## src/shared/pwrseq_pkg.sv

```systemverilog
// constants, types and timing for the power-up sequencer
// assumes a 40 MHz system clock and a 32.768 kHz control timebase
// Behaviour
// wait 8.0 ms with only core up
// enable regulators in 2.0 ms slots
// unenabled buck outputs keep weak pull-downs
// ignore battery under-voltage while sequencing
// bucks start PWM, programmed mode after 3.0 ms
// five mode pins pick enables and levels
// latch mode pins before regulators enable
// power cut keeps latch, no stray supplies
// core digital, secure clock, analog up first
// code picks levels, reserved codes, boost off
// slot order for codes 0101 to 1001
// slot order for remaining valid codes
// fifth pin picks external or internal pass
// all timing from 32.768 kHz control tick
// reserved code enables nothing, all discharged
package pwrseq_pkg;
  localparam int CLK_HZ      = 40_000_000;
  localparam int CTRL_HZ     = 32_768;
  localparam int DIV_CYCLES  = CLK_HZ / CTRL_HZ;
  // times in tenths of a millisecond, as printed
  localparam int INIT_MS10   = 80;
  localparam int SLOT_MS10   = 20;
  localparam int PWM_MS10    = 30;
  // least times round up to whole control ticks
  localparam int INIT_TICKS  = (INIT_MS10 * CTRL_HZ + 9999) / 10000;
  localparam int SLOT_TICKS  = (SLOT_MS10 * CTRL_HZ + 9999) / 10000;
  localparam int PWM_TICKS   = (PWM_MS10 * CTRL_HZ + 9999) / 10000;
  localparam int NUM_SLOTS   = 10;
  localparam logic [1:0] SYNC_WAIT = 2'h3;

  // register map
  localparam logic [7:0]  ADDR_MODE   = 8'h00;
  localparam logic [7:0]  ADDR_STATUS = 8'h04;
  localparam logic [7:0]  ADDR_EN     = 8'h08;
  localparam logic [1:0]  MODE_PWM    = 2'h1;
  localparam logic [9:0]  MODE_RST    = 10'h2AA;

  // configuration code boundaries
  localparam logic [3:0]  CODE_RSVD_HI = 4'h4;
  localparam logic [3:0]  CODE_A_HI    = 4'h9;

  // regulator enable bit positions, bucks first
  localparam int R_B1 = 0, R_B2 = 1, R_B3 = 2, R_B4 = 3, R_B5 = 4;
  localparam int R_BST = 5, R_PLL = 6, R_G1 = 7, R_G2 = 8;
  localparam int R_USB = 9, R_USB2 = 10, R_DAC = 11, R_MREF = 12;
  localparam int NUM_REGS = 13;
  localparam int NUM_BUCKS = 5;

  // default levels in millivolts
  typedef logic [11:0] mv_t;
  localparam mv_t MV_0    = 12'h000;
  localparam mv_t MV_1100 = 12'h44C;
  localparam mv_t MV_1200 = 12'h4B0;
  localparam mv_t MV_1225 = 12'h4C9;
  localparam mv_t MV_1300 = 12'h514;
  localparam mv_t MV_1350 = 12'h546;
  localparam mv_t MV_1500 = 12'h5DC;
  localparam mv_t MV_1800 = 12'h708;
  localparam mv_t MV_2500 = 12'h9C4;
  localparam mv_t MV_2775 = 12'hAD7;
  localparam mv_t MV_3100 = 12'hC1C;
  localparam mv_t MV_3150 = 12'hC4E;
  localparam mv_t MV_3300 = 12'hCE4;

  typedef struct packed {
    mv_t buck_pair_one;
    mv_t buck_two;
    mv_t buck_three;
    mv_t buck_pair_four_a;
    mv_t buck_pair_four_b;
    mv_t buck_five;
    mv_t secure_clock;
    mv_t pll;
    mv_t dac;
    mv_t general_one;
    mv_t general_two;
    mv_t usb;
    mv_t usb_two;
  } level_s;

  typedef enum logic [2:0] {
    ST_IDLE = 3'h0,
    ST_PRE  = 3'h1,
    ST_SLOT = 3'h2,
    ST_DONE = 3'h3,
    ST_CUT  = 3'h4
  } state_e;
endpackage : pwrseq_pkg

```

## src/rtl/power_up_sequencer.sv

```systemverilog
// power-up sequencer: latch mode pins, pre-sequence, slotted enables
// assumes mode pins tied on the board and async pins synchronised here
`timescale 1ns/100ps
`default_nettype none
module power_up_sequencer #(
  parameter logic [8:0] INIT_T = 9'(pwrseq_pkg::INIT_TICKS),
  parameter logic [8:0] SLOT_T = 9'(pwrseq_pkg::SLOT_TICKS),
  parameter logic [8:0] PWM_T  = 9'(pwrseq_pkg::PWM_TICKS)
) (
  input  wire logic                 clk_i,
  input  wire logic                 nrst_i,
  input  wire logic [4:0]           power_mode_select_pins_i,
  input  wire logic                 power_cut_event_i,
  input  wire logic                 battery_uv_i,
  input  wire logic [7:0]           reg_addr_i,
  input  wire logic [31:0]          reg_wdata_i,
  input  wire logic                 reg_wr_i,
  input  wire logic                 reg_rd_i,
  output logic [31:0]               reg_rdata_o,
  output logic                      digital_core_supply_en_o,
  output logic                      secure_clock_regulator_en_o,
  output logic                      analog_core_supply_en_o,
  output logic [12:0]               reg_en_o,
  output logic [4:0]                buck_discharge_o,
  output logic [9:0]                buck_mode_o,
  output pwrseq_pkg::level_s        levels_o,
  output logic                      pass_device_internal_o,
  output logic                      battery_uv_o,
  output logic                      uv_mask_o
);
  import pwrseq_pkg::*;

  //////////////////////////////////////////////////////////////////////
  // functions

  // enables that come on at the start of a slot
  function automatic logic [12:0] slot_set(logic tab_b, logic [3:0] s);
    logic [12:0] r;
    r = '0;
    if (!tab_b) begin
      case (s)
        4'h0: r[R_B2] = 1'b1;
        4'h1: r[R_PLL] = 1'b1;
        4'h2: r[R_G2] = 1'b1;
        4'h3: r[R_B3] = 1'b1;
        4'h4: r[R_B1] = 1'b1;
        4'h5: begin r[R_B4] = 1'b1; r[R_MREF] = 1'b1; end
        4'h7: begin r[R_B5] = 1'b1; r[R_G1] = 1'b1; end
        4'h8: begin r[R_USB] = 1'b1; r[R_USB2] = 1'b1; end
        4'h9: r[R_DAC] = 1'b1;
        default: r = '0;
      endcase
    end else begin
      case (s)
        4'h0: r[R_B2] = 1'b1;
        4'h1: r[R_B3] = 1'b1;
        4'h2: r[R_B1] = 1'b1;
        4'h3: r[R_DAC] = 1'b1;
        4'h4: begin r[R_B4] = 1'b1; r[R_MREF] = 1'b1; end
        4'h5: r[R_B5] = 1'b1;
        4'h6: begin r[R_G2] = 1'b1; r[R_USB2] = 1'b1; end
        4'h7: r[R_PLL] = 1'b1;
        4'h8: r[R_G1] = 1'b1;
        4'h9: r[R_USB] = 1'b1;
        default: r = '0;
      endcase
    end
    return r;
  endfunction : slot_set

  // default levels for a valid configuration code
  function automatic level_s levels_of(logic [3:0] c);
    level_s l;
    logic   a_mid;
    a_mid = (c >= 4'h6) && (c <= CODE_A_HI);
    l.buck_pair_one = MV_1100;
    l.buck_five     = MV_1800;
    l.pll           = MV_1800;
    l.usb           = MV_3300;
    l.usb_two       = MV_2500;
    l.buck_two      = (c == 4'h5) ? MV_1225 : (a_mid ? MV_1300 : MV_1200);
    l.buck_three    = (c == 4'h6) ? MV_1300 : MV_1200;
    l.secure_clock  = a_mid ? MV_1300 : MV_1200;
    l.general_one   = a_mid ? MV_1300 : MV_1200;
    l.dac           = (c <= CODE_A_HI) ? MV_2775 : MV_2500;
    l.general_two   = (c >= 4'hA && c <= 4'hD) ? MV_3100 : MV_2500;
    case (c)
      4'h5, 4'h7: l.buck_pair_four_a = MV_1500;
      4'h6, 4'hA: l.buck_pair_four_a = MV_1800;
      4'h8:       l.buck_pair_four_a = MV_1350;
      4'h9, 4'hB: l.buck_pair_four_a = MV_1200;
      default:    l.buck_pair_four_a = MV_3150;
    endcase
    case (c)
      4'h5, 4'h7:        l.buck_pair_four_b = MV_1500;
      4'h6, 4'hA, 4'hD,
      4'hF:              l.buck_pair_four_b = MV_1800;
      4'h8:              l.buck_pair_four_b = MV_1350;
      default:           l.buck_pair_four_b = MV_1200;
    endcase
    return l;
  endfunction : levels_of

  //////////////////////////////////////////////////////////////////////
  // input synchronisers

  logic [4:0] pins_s1_q, pins_s2_q;
  logic       cut_s1_q, cut_s2_q, uv_s1_q, uv_s2_q;

  // pins come from the board, so two flops before any use
  always_ff @(posedge clk_i or negedge nrst_i) begin
    if (!nrst_i) begin
      pins_s1_q <= 5'h00;
      pins_s2_q <= 5'h00;
      cut_s1_q  <= 1'b0;
      cut_s2_q  <= 1'b0;
      uv_s1_q   <= 1'b0;
      uv_s2_q   <= 1'b0;
    end else begin
      pins_s1_q <= power_mode_select_pins_i;
      pins_s2_q <= pins_s1_q;
      cut_s1_q  <= power_cut_event_i;
      cut_s2_q  <= cut_s1_q;
      uv_s1_q   <= battery_uv_i;
      uv_s2_q   <= uv_s1_q;
    end
  end

  //////////////////////////////////////////////////////////////////////
  // control timebase

  logic [10:0] div_q;
  logic        tick;
  assign tick = (div_q == 11'(DIV_CYCLES - 1));

  // one-cycle enable at the control clock rate
  always_ff @(posedge clk_i or negedge nrst_i) begin
    if (!nrst_i) div_q <= 11'h000;
    else if (tick) div_q <= 11'h000;
    else div_q <= div_q + 11'h001;
  end

  //////////////////////////////////////////////////////////////////////
  // sequencer

  state_e      state_q;
  logic [8:0]  cnt_q;
  logic [3:0]  slot_q;
  logic [1:0]  wait_q;
  logic [4:0]  code_q;
  logic        latched_q;
  logic [12:0] en_q;
  logic        rsvd, tab_b, slot_end;

  assign rsvd     = code_q[3:0] <= CODE_RSVD_HI;
  assign tab_b    = code_q[3:0] > CODE_A_HI;
  assign slot_end = tick && (cnt_q == SLOT_T - 9'h001);

  // latch once, after the sync chain holds real pin levels
  always_ff @(posedge clk_i or negedge nrst_i) begin
    if (!nrst_i) begin
      code_q    <= 5'h00;
      latched_q <= 1'b0;
    end else if (state_q == ST_IDLE && wait_q == SYNC_WAIT
                 && !cut_s2_q) begin
      code_q    <= pins_s2_q;
      latched_q <= 1'b1;
    end
  end

  // main flow; a power cut drops the regulators and analog supply but keeps the latch
  always_ff @(posedge clk_i or negedge nrst_i) begin
    if (!nrst_i) begin
      state_q <= ST_IDLE;
      cnt_q   <= 9'h000;
      slot_q  <= 4'h0;
      wait_q  <= 2'h0;
    end else if (cut_s2_q) begin
      state_q <= ST_CUT;
      cnt_q   <= 9'h000;
      slot_q  <= 4'h0;
      wait_q  <= 2'h0;
    end else begin
      case (state_q)
        ST_IDLE: begin
          if (wait_q == SYNC_WAIT) state_q <= ST_PRE;
          else wait_q <= wait_q + 2'h1;
        end
        ST_PRE: begin
          if (tick) begin
            if (cnt_q == INIT_T - 9'h001) begin
              cnt_q   <= 9'h000;
              state_q <= rsvd ? ST_DONE : ST_SLOT;
            end else cnt_q <= cnt_q + 9'h001;
          end
        end
        ST_SLOT: begin
          if (slot_end) begin
            cnt_q <= 9'h000;
            if (slot_q == 4'(NUM_SLOTS - 1)) state_q <= ST_DONE;
            else slot_q <= slot_q + 4'h1;
          end else if (tick) cnt_q <= cnt_q + 9'h001;
        end
        ST_DONE: state_q <= ST_DONE;
        ST_CUT:  state_q <= latched_q ? ST_PRE : ST_IDLE;
        default: state_q <= ST_IDLE;
      endcase
    end
  end

  // enables accumulate slot by slot; boost never comes on
  always_ff @(posedge clk_i or negedge nrst_i) begin
    if (!nrst_i) en_q <= 13'h0000;
    else if (cut_s2_q || (state_q != ST_SLOT && state_q != ST_DONE))
      en_q <= 13'h0000;
    else if (state_q == ST_SLOT) begin
      en_q <= en_q | slot_set(tab_b, slot_q);
    end
  end

  // core supplies: analog on from reset outside a cut, digital and secure clock from the latch onward
  assign analog_core_supply_en_o     = state_q != ST_CUT;
  assign digital_core_supply_en_o    = latched_q;
  assign secure_clock_regulator_en_o = latched_q;
  assign reg_en_o         = en_q;
  assign buck_discharge_o = ~en_q[4:0];
  assign uv_mask_o        = state_q != ST_DONE;
  assign battery_uv_o     = uv_s2_q && !uv_mask_o;
  assign pass_device_internal_o = code_q[4];

  // levels held in flops; reserved codes give zero
  always_ff @(posedge clk_i or negedge nrst_i) begin
    if (!nrst_i) levels_o <= '0;
    else if (!latched_q || rsvd) levels_o <= '0;
    else levels_o <= levels_of(code_q[3:0]);
  end

  //////////////////////////////////////////////////////////////////////
  // PWM start and handover per buck

  logic [8:0] pwm_cnt_q [NUM_BUCKS];
  logic [4:0] force_pwm;
  logic [9:0] mode_q;

  // count control ticks since each buck was enabled
  always_ff @(posedge clk_i or negedge nrst_i) begin
    if (!nrst_i) begin
      for (int i = 0; i < NUM_BUCKS; i++) pwm_cnt_q[i] <= 9'h000;
    end else begin
      for (int i = 0; i < NUM_BUCKS; i++) begin
        if (!en_q[i]) pwm_cnt_q[i] <= 9'h000;
        else if (tick && force_pwm[i])
          pwm_cnt_q[i] <= pwm_cnt_q[i] + 9'h001;
      end
    end
  end

  always_comb begin
    for (int i = 0; i < NUM_BUCKS; i++)
      force_pwm[i] = en_q[i] && (pwm_cnt_q[i] < PWM_T);
  end

  // per-buck mode: PWM first, then the programmed one
  always_ff @(posedge clk_i or negedge nrst_i) begin
    if (!nrst_i) buck_mode_o <= MODE_RST;
    else begin
      for (int i = 0; i < NUM_BUCKS; i++)
        buck_mode_o[2*i +: 2] <= force_pwm[i] ? MODE_PWM
                                              : mode_q[2*i +: 2];
    end
  end

  //////////////////////////////////////////////////////////////////////
  // register port

  // programmed buck modes, written by software any time
  always_ff @(posedge clk_i or negedge nrst_i) begin
    if (!nrst_i) mode_q <= MODE_RST;
    else if (reg_wr_i && reg_addr_i == ADDR_MODE) mode_q <= reg_wdata_i[9:0];
  end

  // read data stands while reg_rd_i is held, zero otherwise; unmapped reads zero
  always_ff @(posedge clk_i or negedge nrst_i) begin
    if (!nrst_i) reg_rdata_o <= 32'h0000_0000;
    else if (!reg_rd_i) reg_rdata_o <= 32'h0000_0000;
    else begin
      case (reg_addr_i)
        ADDR_MODE:   reg_rdata_o <= {22'h000000, mode_q};
        ADDR_STATUS: reg_rdata_o <= {17'h00000, force_pwm, uv_mask_o,
                                     latched_q, code_q, state_q};
        ADDR_EN:     reg_rdata_o <= {19'h00000, en_q};
        default:     reg_rdata_o <= 32'h0000_0000;
      endcase
    end
  end
endmodule : power_up_sequencer
`default_nettype wire

```

## config.mk

```make
export PLATFORM = sky130hd
export DESIGN_NAME = power_up_sequencer
export DESIGN_NICKNAME = d
export VERILOG_FILES = /design/src/shared/pwrseq_pkg.sv /design/src/rtl/power_up_sequencer.sv
export SDC_FILE = /design/constraint.sdc
export NUM_CORES = 1
export LEC_CHECK = 0
export ABC_AREA = 1
export BUFFER_PORTS_ARGS = -buffer_cell sky130_fd_sc_hd__buf_4
export CAP_MARGIN = 20
export CORE_MARGIN = 2
export CORE_UTILIZATION = 54
export DETAILED_ROUTE_END_ITERATION = 7
export HOLD_SLACK_MARGIN = 0.15
export PLACE_DENSITY = 0.85
export RECOVER_POWER = 50
export SYNTH_ARGS = -nofsm -noshare
export SYNTH_HDL_FRONTEND = slang
export SYNTH_SLANG_ARGS = --single-unit
```

## constraint.sdc

```tcl
create_clock -name clk_i -period 4.1 [get_ports clk_i]
set_input_delay 0.41 -clock clk_i [delete_from_list [all_inputs] [get_ports clk_i]]
set_output_delay 0.41 -clock clk_i [all_outputs]
set_load 0.005 [all_outputs]
```

==> metrics.md, run 1 <==
| Metric | Value |
|---|---|
| Status | finished clean |
| Die Wd | roughly 130 um |
| Placement Setup Slack | a little under 2000 ps |
| Max-slew violation count | 0 |
| Gate Count Post-Synth | approximately 1100 |
| Via Count | just under 7000 |
| H-tree levels | 4 |
| Combinational power share | 8.4% |
| Gr ovfl total | 0 |
| Pwr dens | around 360 mW/mm^2 |
| Final Setup Violations | 0 |
| Clk slew on worst S/H paths | about 60 ps |
| Unique masters post-synth | 38 |
| Die height | between 100 and 150 um |
| Final Cycle Share | a little over half |
| Sw Pwr | 0.000862 W |
| Initial drt markers | approximately 600 |
| Fraction of layout cells with a size suffix above 1 | between 10% and 20% |
| IO Port Bufs | 164 |
| CTS root buffer | clkbuf_16 |
| Cell-internal power | 0.00282 W |
| Worst slew pin tran | 1010 ps |
| Vias/cell | 4.94 |
| Post-synth top area share | between 40 and 50% |
| Worst Path Max Fanout | 12 |
| Max-cap violation count | 0 |
| Pwr Total | ~0.0037 W |
| Ant diodes | 0 |
| Num CTS Buffers | 17 |
| CP endpoint kind | register |
| Area leader, netlist | dfrtp_1 |
| Shortest period the worst path allows | 2230 ps |
| RSZ-0062 raised after global routing | no |
| Worst hold path type | input pin to register |
| Row cnt | 46 |
| Register bit total from synthesis | 170 |
| Register area | 0.00427 sq mm |
| Sw frac | a little under a quarter |
| Worst VDD drop | roughly 290 uV |
| Final Wtd Congestion | about 0.9 |
| Post_cts resized | 0 |
| Fin worst setup slack | between 1500 and 2000 ps |
| Die area | between 0.015 and 0.02 sq mm |
| Slew HR | approximately 33% |
| Initial core utilization | a little under three fifths |
| CORE AREA | 0.0160 sq mm |
| Syn Area/Cell | 8.46 sq um |
| Number of global-route vias before repair | roughly 6200 |
| Leak | about 5.5 nW |
| F_max | about 0.45 GHz |
| Register area share after synthesis | 47.8% |
| Multi-input gate area | 0.00325 sq mm |
| Initial antenna violation count | 0 |
| Final wirelength | 19000 um |
| Wire per inst | about 14 um |
| Drc violations | 0 |
| GRT Total Usage | a little over a fifth |
| TritonRoute pass-1 iters | 6 |
| Final hold violation count | 0 |
| TritonCTS clock tree | built |
| Ys Warns | 0 |
| Kind of critical path | register to register |
| Post-DP Area | roughly 0.0096 sq mm |
| First-pass GRT wire length | a little over 30000 um |
| Seq pwr share | 48.3% |
| Io pins | 273 |
| Worst EP arrival | approximately 2500 ps |
| DP HPWL | 13800 um |
| Fillcell total | between 1000 and 1500 |
| Detail Route Antenna Nets | 0 |
| Synth area leaders | dfrtp_1 45%, buf_4 12%, nand2_1 8.9% |
| Mapped cell area | between 0.008 and 0.009 sq mm |
| Nets@finish | 1234 |
| Clock sinks | 170 |
| Finished Layout Cells | about 1400 |
| Final setup TNS | 0 ps |
| CP Launch Type | register |
| Fin area | approximately 0.01 sq mm |
| Req. time, crit path | around 4400 ps |
| Skew-Pair Late Insertion Delay | 430 ps |
| Post CTS Setup Buffer Count | 0 |
| Post-Place Cells | between 1000 and 1500 |
| Clk_skew | 9.70 ps |
| Largest net degree at the start of global routing | about 110 |
| Clock power frac | between 40% and 50% |
| Bufs on Longest Clock Path | 2 |
| Area delta synth->final | 14.1% |
[state kept, by name, indices dropped and copies added (netlist names), 9 cells and up]
register	cells
buck_mode_o	10
mode_q	10
cnt_q	9
div_q	11
pwm_cnt_q	45
reg_rdata_o	15
levels_o	29
reg_en_o	12
[layout make-up]
cell class              count  share of cell area [%]
repair buffers            174                    12.9
clock inverters             8                    1.19
clock buffers              24                    4.53
inverters                 132                    4.87
flip-flops and latches    170                    41.9
multi-input cells         674                    31.9
well taps                 216                    2.65
[through the flow]
step / hold WS (ps) / utilization (%)
floorplan: 114 / -
global placement: 334 / 59.8
detailed placement: 335 / 59.8
CTS: 158 / 63.8
global route: 230 / 63.6
finish: 221 / 63.6
[synth_stat cells, drive strengths merged]
cell,n
dfstp,10
a21oi,38
o22ai,4
nand3b,4
nand3,97
inv,132
buf,159
dfrtp,160
a21boi,1
nand2,218
conb,1
ha,14
nor3b,2
xor2,17
mux2,1
o21ai,52
nand4,13
o211ai,1
xnor2,7
clkbuf,5
a31o,1
or2,5
o21bai,4
and3,1
nor3,14
nor2,94
[logic make-up after synthesis]
logic type                 synth area share [%]
buffers and inverters                      19.1
and+or+nand+nor                            22.5
muxes                                     0.126
xor gates and xnor gates                   2.36
AOI/OAI and AO/OA                          6.14
DFF                                        47.8
other                                    0.0420
adders and majority gates                  1.96
[cells in the final DEF (no fill, tap or decap), types with 3 or more instances in the layout]
| master | instances |
|---|---|
| a21oi_1 | 33 |
| a21oi_2 | 5 |
| buf_4 | 73 |
| bufinv_16 | 3 |
| clkbuf_1 | 17 |
| clkbuf_16 | 17 |
| clkbuf_4 | 80 |
| clkinv_2 | 3 |
| conb_1 | 86 |
| dfrtp_1 | 160 |
| dfstp_2 | 10 |
| dlygate4sd3_1 | 8 |
| ha_1 | 14 |
| inv_1 | 129 |
| inv_2 | 3 |
| nand2_1 | 212 |
| nand2_2 | 3 |
| nand2_4 | 3 |
| nand3_1 | 93 |
| nand3_2 | 4 |
| nand3b_1 | 4 |
| nand4_1 | 13 |
| nor2_1 | 86 |
| nor2_2 | 6 |
| nor3_1 | 13 |
| o21ai_0 | 47 |
| o21ai_1 | 5 |
| o21bai_1 | 4 |
| o22ai_1 | 4 |
| or2_2 | 5 |
| xnor2_1 | 7 |
| xor2_1 | 17 |
[worst paths after layout]
kind | start | end | slack [ps] | cells past startpoint
setup / recovery | code_q[1] | reg_en_o[8] | 1870 | 6
hold / removal | reg_wdata_i[8] | mode_q[8] | 220 | 3
setup reg to reg | code_q[1] | reg_en_o[8] | 1870 | 6
hold reg to reg | pins_s1_q[3] | pins_s2_q[3] | 350 | 0
max in group asynchronous | nrst_i | pins_s1_q[3] | 2260 | 4
min in group asynchronous | nrst_i | pwm_cnt_q[5] | 580 | 2
[power by group through the flow]
stage	Clock, W	Sequential [W]	Combinational (W)
floorplan	0	0.00179	0.000243
detailed placement	0	0.00181	0.000307
finish	0.00160	0.00178	0.000310
CTS	0.00162	0.00178	0.000314
global placement	0	0.00181	0.000299
global route	0.00169	0.00179	0.000349
[worst max-delay path, cell delays in order (launching register included)]
cell     delay, ps
dfrtp_1        470
o21ai_1        720
inv_1          400
nand3_1        190
o21ai_0        120
a21oi_1        140
nor2_1          50
[metal layers]
metal | track usage (%) | vias to the layer above | routed length, um
met5 | 0 | - | 0
met4 | 7.35 | 0 | 427
met3 | 5.52 | 37 | 1290
met2 | 36.8 | 270 | 9710
met1 | 27.0 | 3289 | 7570
li1 | - | 3305 | -
[timing repair]
item | 4_1_cts | 5_1_grt
endpoints found under the hold margin | 7 | 12
setup endpoints to repair | 0 | 0
hold buffers | 7 | 1
Note: power is estimated with default switching activity, not from simulation.
==> run 2: changes to the inputs <==
--- a/config.mk
+++ b/config.mk
@@ -9,10 +9,10 @@
 export BUFFER_PORTS_ARGS = -buffer_cell sky130_fd_sc_hd__buf_4
 export CAP_MARGIN = 20
 export CORE_MARGIN = 2
-export CORE_UTILIZATION = 54
+export CORE_UTILIZATION = 52
 export DETAILED_ROUTE_END_ITERATION = 7
 export HOLD_SLACK_MARGIN = 0.15
-export PLACE_DENSITY = 0.85
+export PLACE_DENSITY = 0.83
 export RECOVER_POWER = 50
 export SYNTH_ARGS = -nofsm -noshare
 export SYNTH_HDL_FRONTEND = slang
==> constraint.sdc (replaced) <==
create_clock -name clk_i -period 2.25 [get_ports clk_i]
set_input_delay 0.225 -clock clk_i [delete_from_list [all_inputs] [get_ports clk_i]]
set_output_delay 0.225 -clock clk_i [all_outputs]
set_load 0.005 [all_outputs]
==> run 2 against run 1 <==
Register-to-register slack worse by 1500 ps. Non-clock buffer count rose by 22. Critical endpoint is now pwm_cnt_q[27]. First-iteration DRC count decreased by 21%. Clock power increased by 79%. Die area up 3.7%. Total power up 82%. Largest cell class unchanged.
==> metrics.md, run 2 (synthesized netlist as in run 1, its figures left out) <==
| Metric | Value |
|---|---|
| Final setup TNS | 0 ps (unchanged) |
| Fin worst setup slack | 372 ps (-1500 ps) |
| Detail Route Antenna Nets | 0 (unchanged) |
| First-pass GRT wire length | 32000 um (+5.1%) |
| H-tree levels | 4 (unchanged) |
| Pwr dens | 644 mW/mm^2 (+78%) |
| Global route hottest layer | met2 |
| DP HPWL | 14000 um (+2.1%) |
| CP endpoint kind | register |
| Clk_skew | 5.99 ps (-3.71 ps) |
| Fraction of layout cells with a size suffix above 1 | 20.6% (+1.5 points) |
| Max-cap violation count | 0 (unchanged) |
| CORE AREA | 0.0167 sq mm (+4.4%) |
| Initial antenna violation count | 0 (unchanged) |
| Worst hold path type | input pin to register |
| Die height | 135 um (+1.8%) |
| RSZ-0062 raised after global routing | no |
| Num CTS Buffers | 17 (unchanged) |
| Final Setup Violations | 0 (unchanged) |
| Worst EP arrival | 2180 ps (-350 ps) |
| Cts hold-fix bufs | 24 (+17) |
| Via Count | 7009 (+1.6%) |
| F_max | 0.532 GHz (+19%) |
| Met2 Usage GRT | 37.1% (+0.30 points) |
| Status | finished clean |
| TritonCTS clock tree | built |
| Worst Path Max Fanout | 8 (-4) |
| Pwr Total | 0.00672 W (+82%) |
| Skew-Pair Late Insertion Delay | 430 ps (about the same) |
| Top reg by flops | pwm_cnt_q |
| Util after Layout | 62.5% (-1.2 points) |
| Worst VDD drop | 605 uV (+110%) |
| Die Wd | 135 um (+1.8%) |
| Post_cts resized | 0 (unchanged) |
| Initial drt markers | 472 (-21%) |
| GR Layer Usage met3 | 4.95% (-0.56 points) |
| Io pins | 273 (unchanged) |
| Worst slew pin tran | 1070 ps (+62.7 ps) |
| Commonest cells after routing, fill and taps aside | 211 x nand2_1, 160 x dfrtp_1, 129 x inv_1, 122 x buf_4, 91 x nand3_1 |
| Initial core utilization | 53.4% (-2.3 points) |
| Nets@finish | 1256 (+1.8%) |
| Max-slew violation count | 0 (unchanged) |
| Bufs on Longest Clock Path | 2 (unchanged) |
| Shortest period the worst path allows | 1880 ps (-354 ps) |
| IO Port Bufs | 164 (unchanged) |
| CP Launch Type | register |
| TritonRoute pass-1 iters | 5 (-1) |
| Slew HR | 28.5% (-4.2 points) |
| Wire per inst | 13.9 um (+2.1%) |
| Placement Setup Slack | 427 ps (-1530 ps) |
| GRT Total Usage | 22.3% (+0.61 points) |
| Kind of critical path | register to register |
| Ant diodes | 0 (unchanged) |
| Final wirelength | 19800 um (+4.0%) |
| Post CTS Setup Buffer Count | 0 (unchanged) |
| Req. time, crit path | 2550 ps (-1840 ps) |
| Final hold violation count | 0 (unchanged) |
| Leak | 5.65 nW (+2.4%) |
| Max reg flops | 45 (unchanged) |
| CTS root buffer | clkbuf_16 |
| Biggest regs | pwm_cnt_q x45, levels_o x29, reg_rdata_o x15 |
| Drc violations | 0 (unchanged) |
| Clock sinks | 170 (unchanged) |
| Row cnt | 47 (+2.2%) |
| Gr ovfl total | 0 (unchanged) |
| Area delta synth->final | 16.9% |
| Die area | 0.0182 sq mm (+3.7%) |
| Clk slew on worst S/H paths | 70 ps (about the same) |
| Commonest non-fill, non-tap cell in the layout | nand2_1 |
| Final Wtd Congestion | 0.900 (+0.27%) |
| Number of global-route vias before repair | 6565 (+5.1%) |
| GR Util met1 | 27.8% (+0.78 points) |
| Vias/cell | 4.92 (-0.29%) |
| Largest net degree at the start of global routing | 71 (-37%) |
| Final Cycle Share | 83.5% (+29 points) |
## run 2: changes by cell type in the layout (fill, tap and decap cells not counted), sizes merged
cell         before  now
dlygate4sd3       8   24
buf              75  124
inv             132  135
bufinv            3    2
clkinv            4    5
clkinvlp          1    3
clkbuf          115   67
## run 2: stage by stage
| step | area (sq um) | hold slack [ps] | cells |
|---|---|---|---|
| after floorplan | 9240 | -70.6 | 1140 |
| after global placement | 9630 | 161 | 1368 |
| after detailed placement | 9630 | 170 | 1368 |
| after CTS | 10400 | 170 | 1424 |
| after global routing | 10400 | 216 | 1424 |
| final | 10400 | 207 | 1424 |
## run 2: cell type report
class / count / area [sq um]
fill: 1338 / 6270
sequential: 170 / 4270
multi-input combinational: 674 / 3270
timing repair buffer: 196 / 1540
inverter: 132 / 495
clock buffer: 19 / 433
tap: 220 / 275
clock inverter: 13 / 144
## run 2: worst paths after layout
kind | from | endpoint | slack, ps | cells past startpoint
worst max-delay path | div_q[0] | pwm_cnt_q[27] | 370 | 8
worst min-delay path | reg_wr_i | mode_q[1] | 210 | 3
worst max register to register | div_q[0] | pwm_cnt_q[27] | 370 | 8
worst min register to register | cut_s1_q | cut_s2_q | 350 | 0
max in group asynchronous | nrst_i | mode_q[3] | 780 | 3
min in group asynchronous | nrst_i | pwm_cnt_q[20] | 520 | 2
## run 2: worst max-delay path, stage by stage (launching register included)
cell and delay, ps:
dfrtp_1 380, ha_1 290, nand3_2 150, inv_1 90
nand3_2 240, nor2_2 300, nor2_2 130, nand2_1 80
o21ai_0 90
## run 2: layer usage
| metal | vias to the layer above | part of all wire, % |
|---|---|---|
| met4 | 0 | 3.1 |
| met5 | - | 0 |
| li1 | 3352 | - |
| met2 | 294 | 50 |
| met1 | 3309 | 40 |
| met3 | 54 | 6.9 |
## run 2: report_power, final
part / switching, W / leakage, nW / internal, W / total [W]
logic: 0.000361 / 3.10 / 0.000244 / 0.000605
clock network: 0.00123 / 0.276 / 0.00164 / 0.00287
registers: 0.0000877 / 2.28 / 0.00315 / 0.00324
total: 0.00168 / 5.65 / 0.00504 / 0.00672
==> run 3: changes to the inputs <==
--- a/config.mk
+++ b/config.mk
@@ -5,14 +5,14 @@
 export SDC_FILE = /design/constraint.sdc
 export NUM_CORES = 1
 export LEC_CHECK = 0
-export ABC_AREA = 1
+export ABC_AREA = 0
 export BUFFER_PORTS_ARGS = -buffer_cell sky130_fd_sc_hd__buf_4
 export CAP_MARGIN = 20
 export CORE_MARGIN = 2
-export CORE_UTILIZATION = 52
+export CORE_UTILIZATION = 47
 export DETAILED_ROUTE_END_ITERATION = 7
 export HOLD_SLACK_MARGIN = 0.15
-export PLACE_DENSITY = 0.83
+export PLACE_DENSITY = 0.8
 export RECOVER_POWER = 50
 export SYNTH_ARGS = -nofsm -noshare
 export SYNTH_HDL_FRONTEND = slang
==> constraint.sdc (replaced) <==
create_clock -name clk_i -period 1.52 [get_ports clk_i]
set_input_delay 0.152 -clock clk_i [delete_from_list [all_inputs] [get_ports clk_i]]
set_output_delay 0.152 -clock clk_i [all_outputs]
set_load 0.005 [all_outputs]
==> run 3 against run 2 <==
The run now ends with negative setup slack left. Design area increased by 15%. Wire length increased by 26%. Synthesized cell count decreased by 18%.
==> metrics.md, run 3 <==
| Metric | Value |
|---|---|
| Status | finished with violations |
| Failing checks | negative setup slack |
| Commonest non-fill, non-tap cell in the layout | buf_4 |
| Area delta synth->final | 40.2% |
| Kind of critical path | register to register |
| F_max | 0.422 GHz (-21%) |
| Origin of the critical flop-to-flop path | div_q[0] |
| Wire per inst | 18.0 um (+30%) |
| Slew HR | 28.1% (-0.43 points) |
| Io pins | 273 (unchanged) |
| Fraction of layout cells with a size suffix above 1 | 42.4% (+22 points) |
| Biggest regs | pwm_cnt_q x45, levels_o x29, reg_rdata_o x15 |
| Req. time, crit path | 1830 ps (-720 ps) |
| Row cnt | 49 (+4.3%) |
| CP Launch Type | register |
| Fillcell total | 1256 (-6.1%) |
| Synth Flop Type | dfrtp_1 |
| Max reg flops | 45 (unchanged) |
| Final Setup Violations | 92 (+92) |
| Commonest cells post-synth | 160 x dfrtp_1, 147 x buf_4, 85 x nor2_1 |
| Initial drt markers | 615 (+30%) |
| Ys Warns | 0 (unchanged) |
| Post-synth EDFFs | 0 (unchanged) |
| H-tree levels | 4 (unchanged) |
| Max-cap violation count | 0 (unchanged) |
| Final setup TNS | -36280 ps (-36280 ps) |
| First-pass GRT wire length | 35200 um (+10%) |
| Mapped cell area | 0.00852 sq mm (-4.5%) |
| Clock sinks | 170 (unchanged) |
| Detail Route Antenna Nets | 0 (unchanged) |
| Min Hold Slack | 173 ps (-34.0 ps) |
| GRT Total Usage | 22.7% (+0.49 points) |
| Commonest cells after routing, fill and taps aside | 272 x buf_4, 159 x dfrtp_1, 86 x conb_1, 68 x nor2_1, 53 x nand2_1 |
| Unique masters post-synth | 54 (+42%) |
| Area leader, netlist | dfrtp_1 |
| Register bit total from synthesis | 170 (unchanged) |
| Register area share after synthesis | 50.1% (+2.3 points) |
| Via Count | 7440 (+6.1%) |
| Crit-path slowest cell | or4bb_4 |
| Final wirelength | 24900 um (+26%) |
| Worst hold endpoint | reg_rdata_o[14] |
| Num CTS Buffers | 17 (unchanged) |
| Gr ovfl total | 0 (unchanged) |
| Hold Startpoint | reg_rd_i |
| Top reg by flops | pwm_cnt_q |
| Worst Path Max Fanout | 7 (-1) |
| Leak | 5.88 nW (+4.0%) |
| CP endpoint kind | register |
| Clk_skew | 12.7 ps (+6.70 ps) |
| Reg2reg setup slack | -850 ps (-1220 ps) |
| Shortest period the worst path allows | 2370 ps (+491 ps) |
| Final Cycle Share | 156% (+72 points) |
| CORE AREA | 0.0179 sq mm (+7.2%) |
| Initial core utilization | 47.6% (-5.8 points) |
| Synth async-reset ratio | 100% (unchanged) |
| Worst path max stage delay | 490 ps (+110 ps) |
| RSZ-0062 raised after global routing | yes |
| Clk slew on worst S/H paths | 70 ps (about the same) |
| IO Port Bufs | 164 (unchanged) |
| Fin worst setup slack | -849 ps (-1220 ps) |
| Die height | 139 um (+2.7%) |
| Pwr dens | 848 mW/mm^2 (+32%) |
| Bufs on Longest Clock Path | 2 (unchanged) |
| Gate Count Post-Synth | 861 (-18%) |
| Final Wtd Congestion | 0.951 (+5.7%) |
| Synth area leaders | dfrtp_1 47%, buf_4 13%, nor2_1 3.7% |
| CTS root buffer | clkbuf_16 |
| Dominant cell by count in the synthesized netlist | dfrtp_1 |
| Reg2reg path depth | 6 (-2) |
| Worst VDD drop | 876 uV (+45%) |
| Worst hold path type | input pin to register |
| Nets@finish | 1209 (-3.7%) |
| TritonCTS clock tree | built |
| TritonRoute pass-1 iters | 6 (+1) |
| Ant diodes | 0 (unchanged) |
| Die area | 0.0192 sq mm (+5.5%) |
| Number of global-route vias before repair | 6892 (+5.0%) |
| Crit-path cells | ha_2, or4bb_4, or3_4, buf_8, or3_1, mux2i_1 |
| Syn Area/Cell | 9.90 sq um (+17%) |
| Skew-Pair Late Insertion Delay | 430 ps (about the same) |
| Worst EP arrival | 2680 ps (+500 ps) |
| Largest net degree at the start of global routing | 40 (-44%) |
| Post-synth top area share | 47.0% (+2.1 points) |
| Worst hold path depth | 4 (+1) |
| R2R Path End | pwm_cnt_q[14] |
| Drc violations | 0 (unchanged) |
| Max-slew violation count | 0 (unchanged) |
| Die Wd | 139 um (+2.7%) |
| DP HPWL | 15100 um (+7.4%) |
| Worst slew pin tran | 1080 ps (+6.48 ps) |
| Initial antenna violation count | 0 (unchanged) |
| Vias/cell | 5.37 (+9.1%) |
| Final hold violation count | 0 (unchanged) |
## run 3: how the worst max path moves through the flow
stage / start / endpoint / cells after the start
finish: div_q[0] / pwm_cnt_q[14] / 6
global route: div_q[0] / pwm_cnt_q[6] / 6
CTS: div_q[0] / pwm_cnt_q[32] / 7
detailed placement: div_q[0] / pwm_cnt_q[13] / 6
global placement: div_q[1] / pwm_cnt_q[9] / 5
floorplan: div_q[0] / pwm_cnt_q[9] / 6
## run 3: layer usage
| layer | track usage [%] | share of wire (%) |
|---|---|---|
| met1 | 28.3 | 37 |
| met2 | 38.2 | 51 |
| met3 | 6.01 | 7.3 |
| met4 | 8.77 | 5.0 |
| met5 | 0 | 0 |
## run 3: logic make-up after synthesis
| family | count (synthesis) | synth area share (%) |
|---|---|---|
| flip-flops | 170 | 50.1 |
| XOR/XNOR | 19 | 1.95 |
| buffers and inverters | 196 | 15.2 |
| adder cells (fa/ha/maj) | 14 | 2.06 |
| other | 1 | 0.0440 |
| AND/OR/NAND/NOR | 316 | 19.0 |
| multiplexers | 31 | 3.89 |
| AO/OA/AOI/OAI | 114 | 7.74 |
## run 3: repair_timing
item / 4_1_cts / 5_1_grt
setup buffers: 21 / 25
hold buffers: 19 / 0
pin swaps: 43 / 55
endpoints found under the hold margin: 183 / 0
setup endpoints to repair: 73 / 85
gates resized for setup: 79 / 95
gates cloned: 0 / 1
## run 3: cell type report
type / instances / area, sq um / share of cell area, %
clock inverters: 14 / 133 / 1.11
inverters: 22 / 82.6 / 0.691
multi-input cells: 581 / 3920 / 32.8
clock buffers: 18 / 429 / 3.59
well taps: 229 / 287 / 2.40
repair buffers: 352 / 2830 / 23.7
flip-flops and latches: 170 / 4270 / 35.7
## run 3: stage by stage
stage / utilization, % / worst slack, ps / total power (W) / cells / cell area [sq um]
finish: 66.7 / -849 / 0.0101 / 1386 / 11900
floorplan: - / -616 / 0.00551 / 946 / 8920
detailed placement: 57.4 / -659 / 0.00586 / 1300 / 10300
CTS: 64.2 / -678 / 0.0101 / 1368 / 11500
global route: 66.7 / -855 / 0.0105 / 1386 / 11900
global placement: 57.4 / -570 / 0.00583 / 1300 / 10300
## run 3: power by group
group | total [W] | leakage (nW) | internal (W) | switching, W
sequential | 0.00476 | 2.28 | 0.00465 | 0.000114
clock | 0.00420 | 0.269 | 0.00229 | 0.00191
combinational | 0.00118 | 3.33 | 0.000553 | 0.000622
total | 0.0101 | 5.88 | 0.00749 | 0.00264
## run 3: critical path: cells and delay by family (launching register included)
kind	cells	cell delay (ps)
buf+inv	1	170
simple gates	3	1280
fa+ha+maj	1	180
flops	1	360
mux	1	260
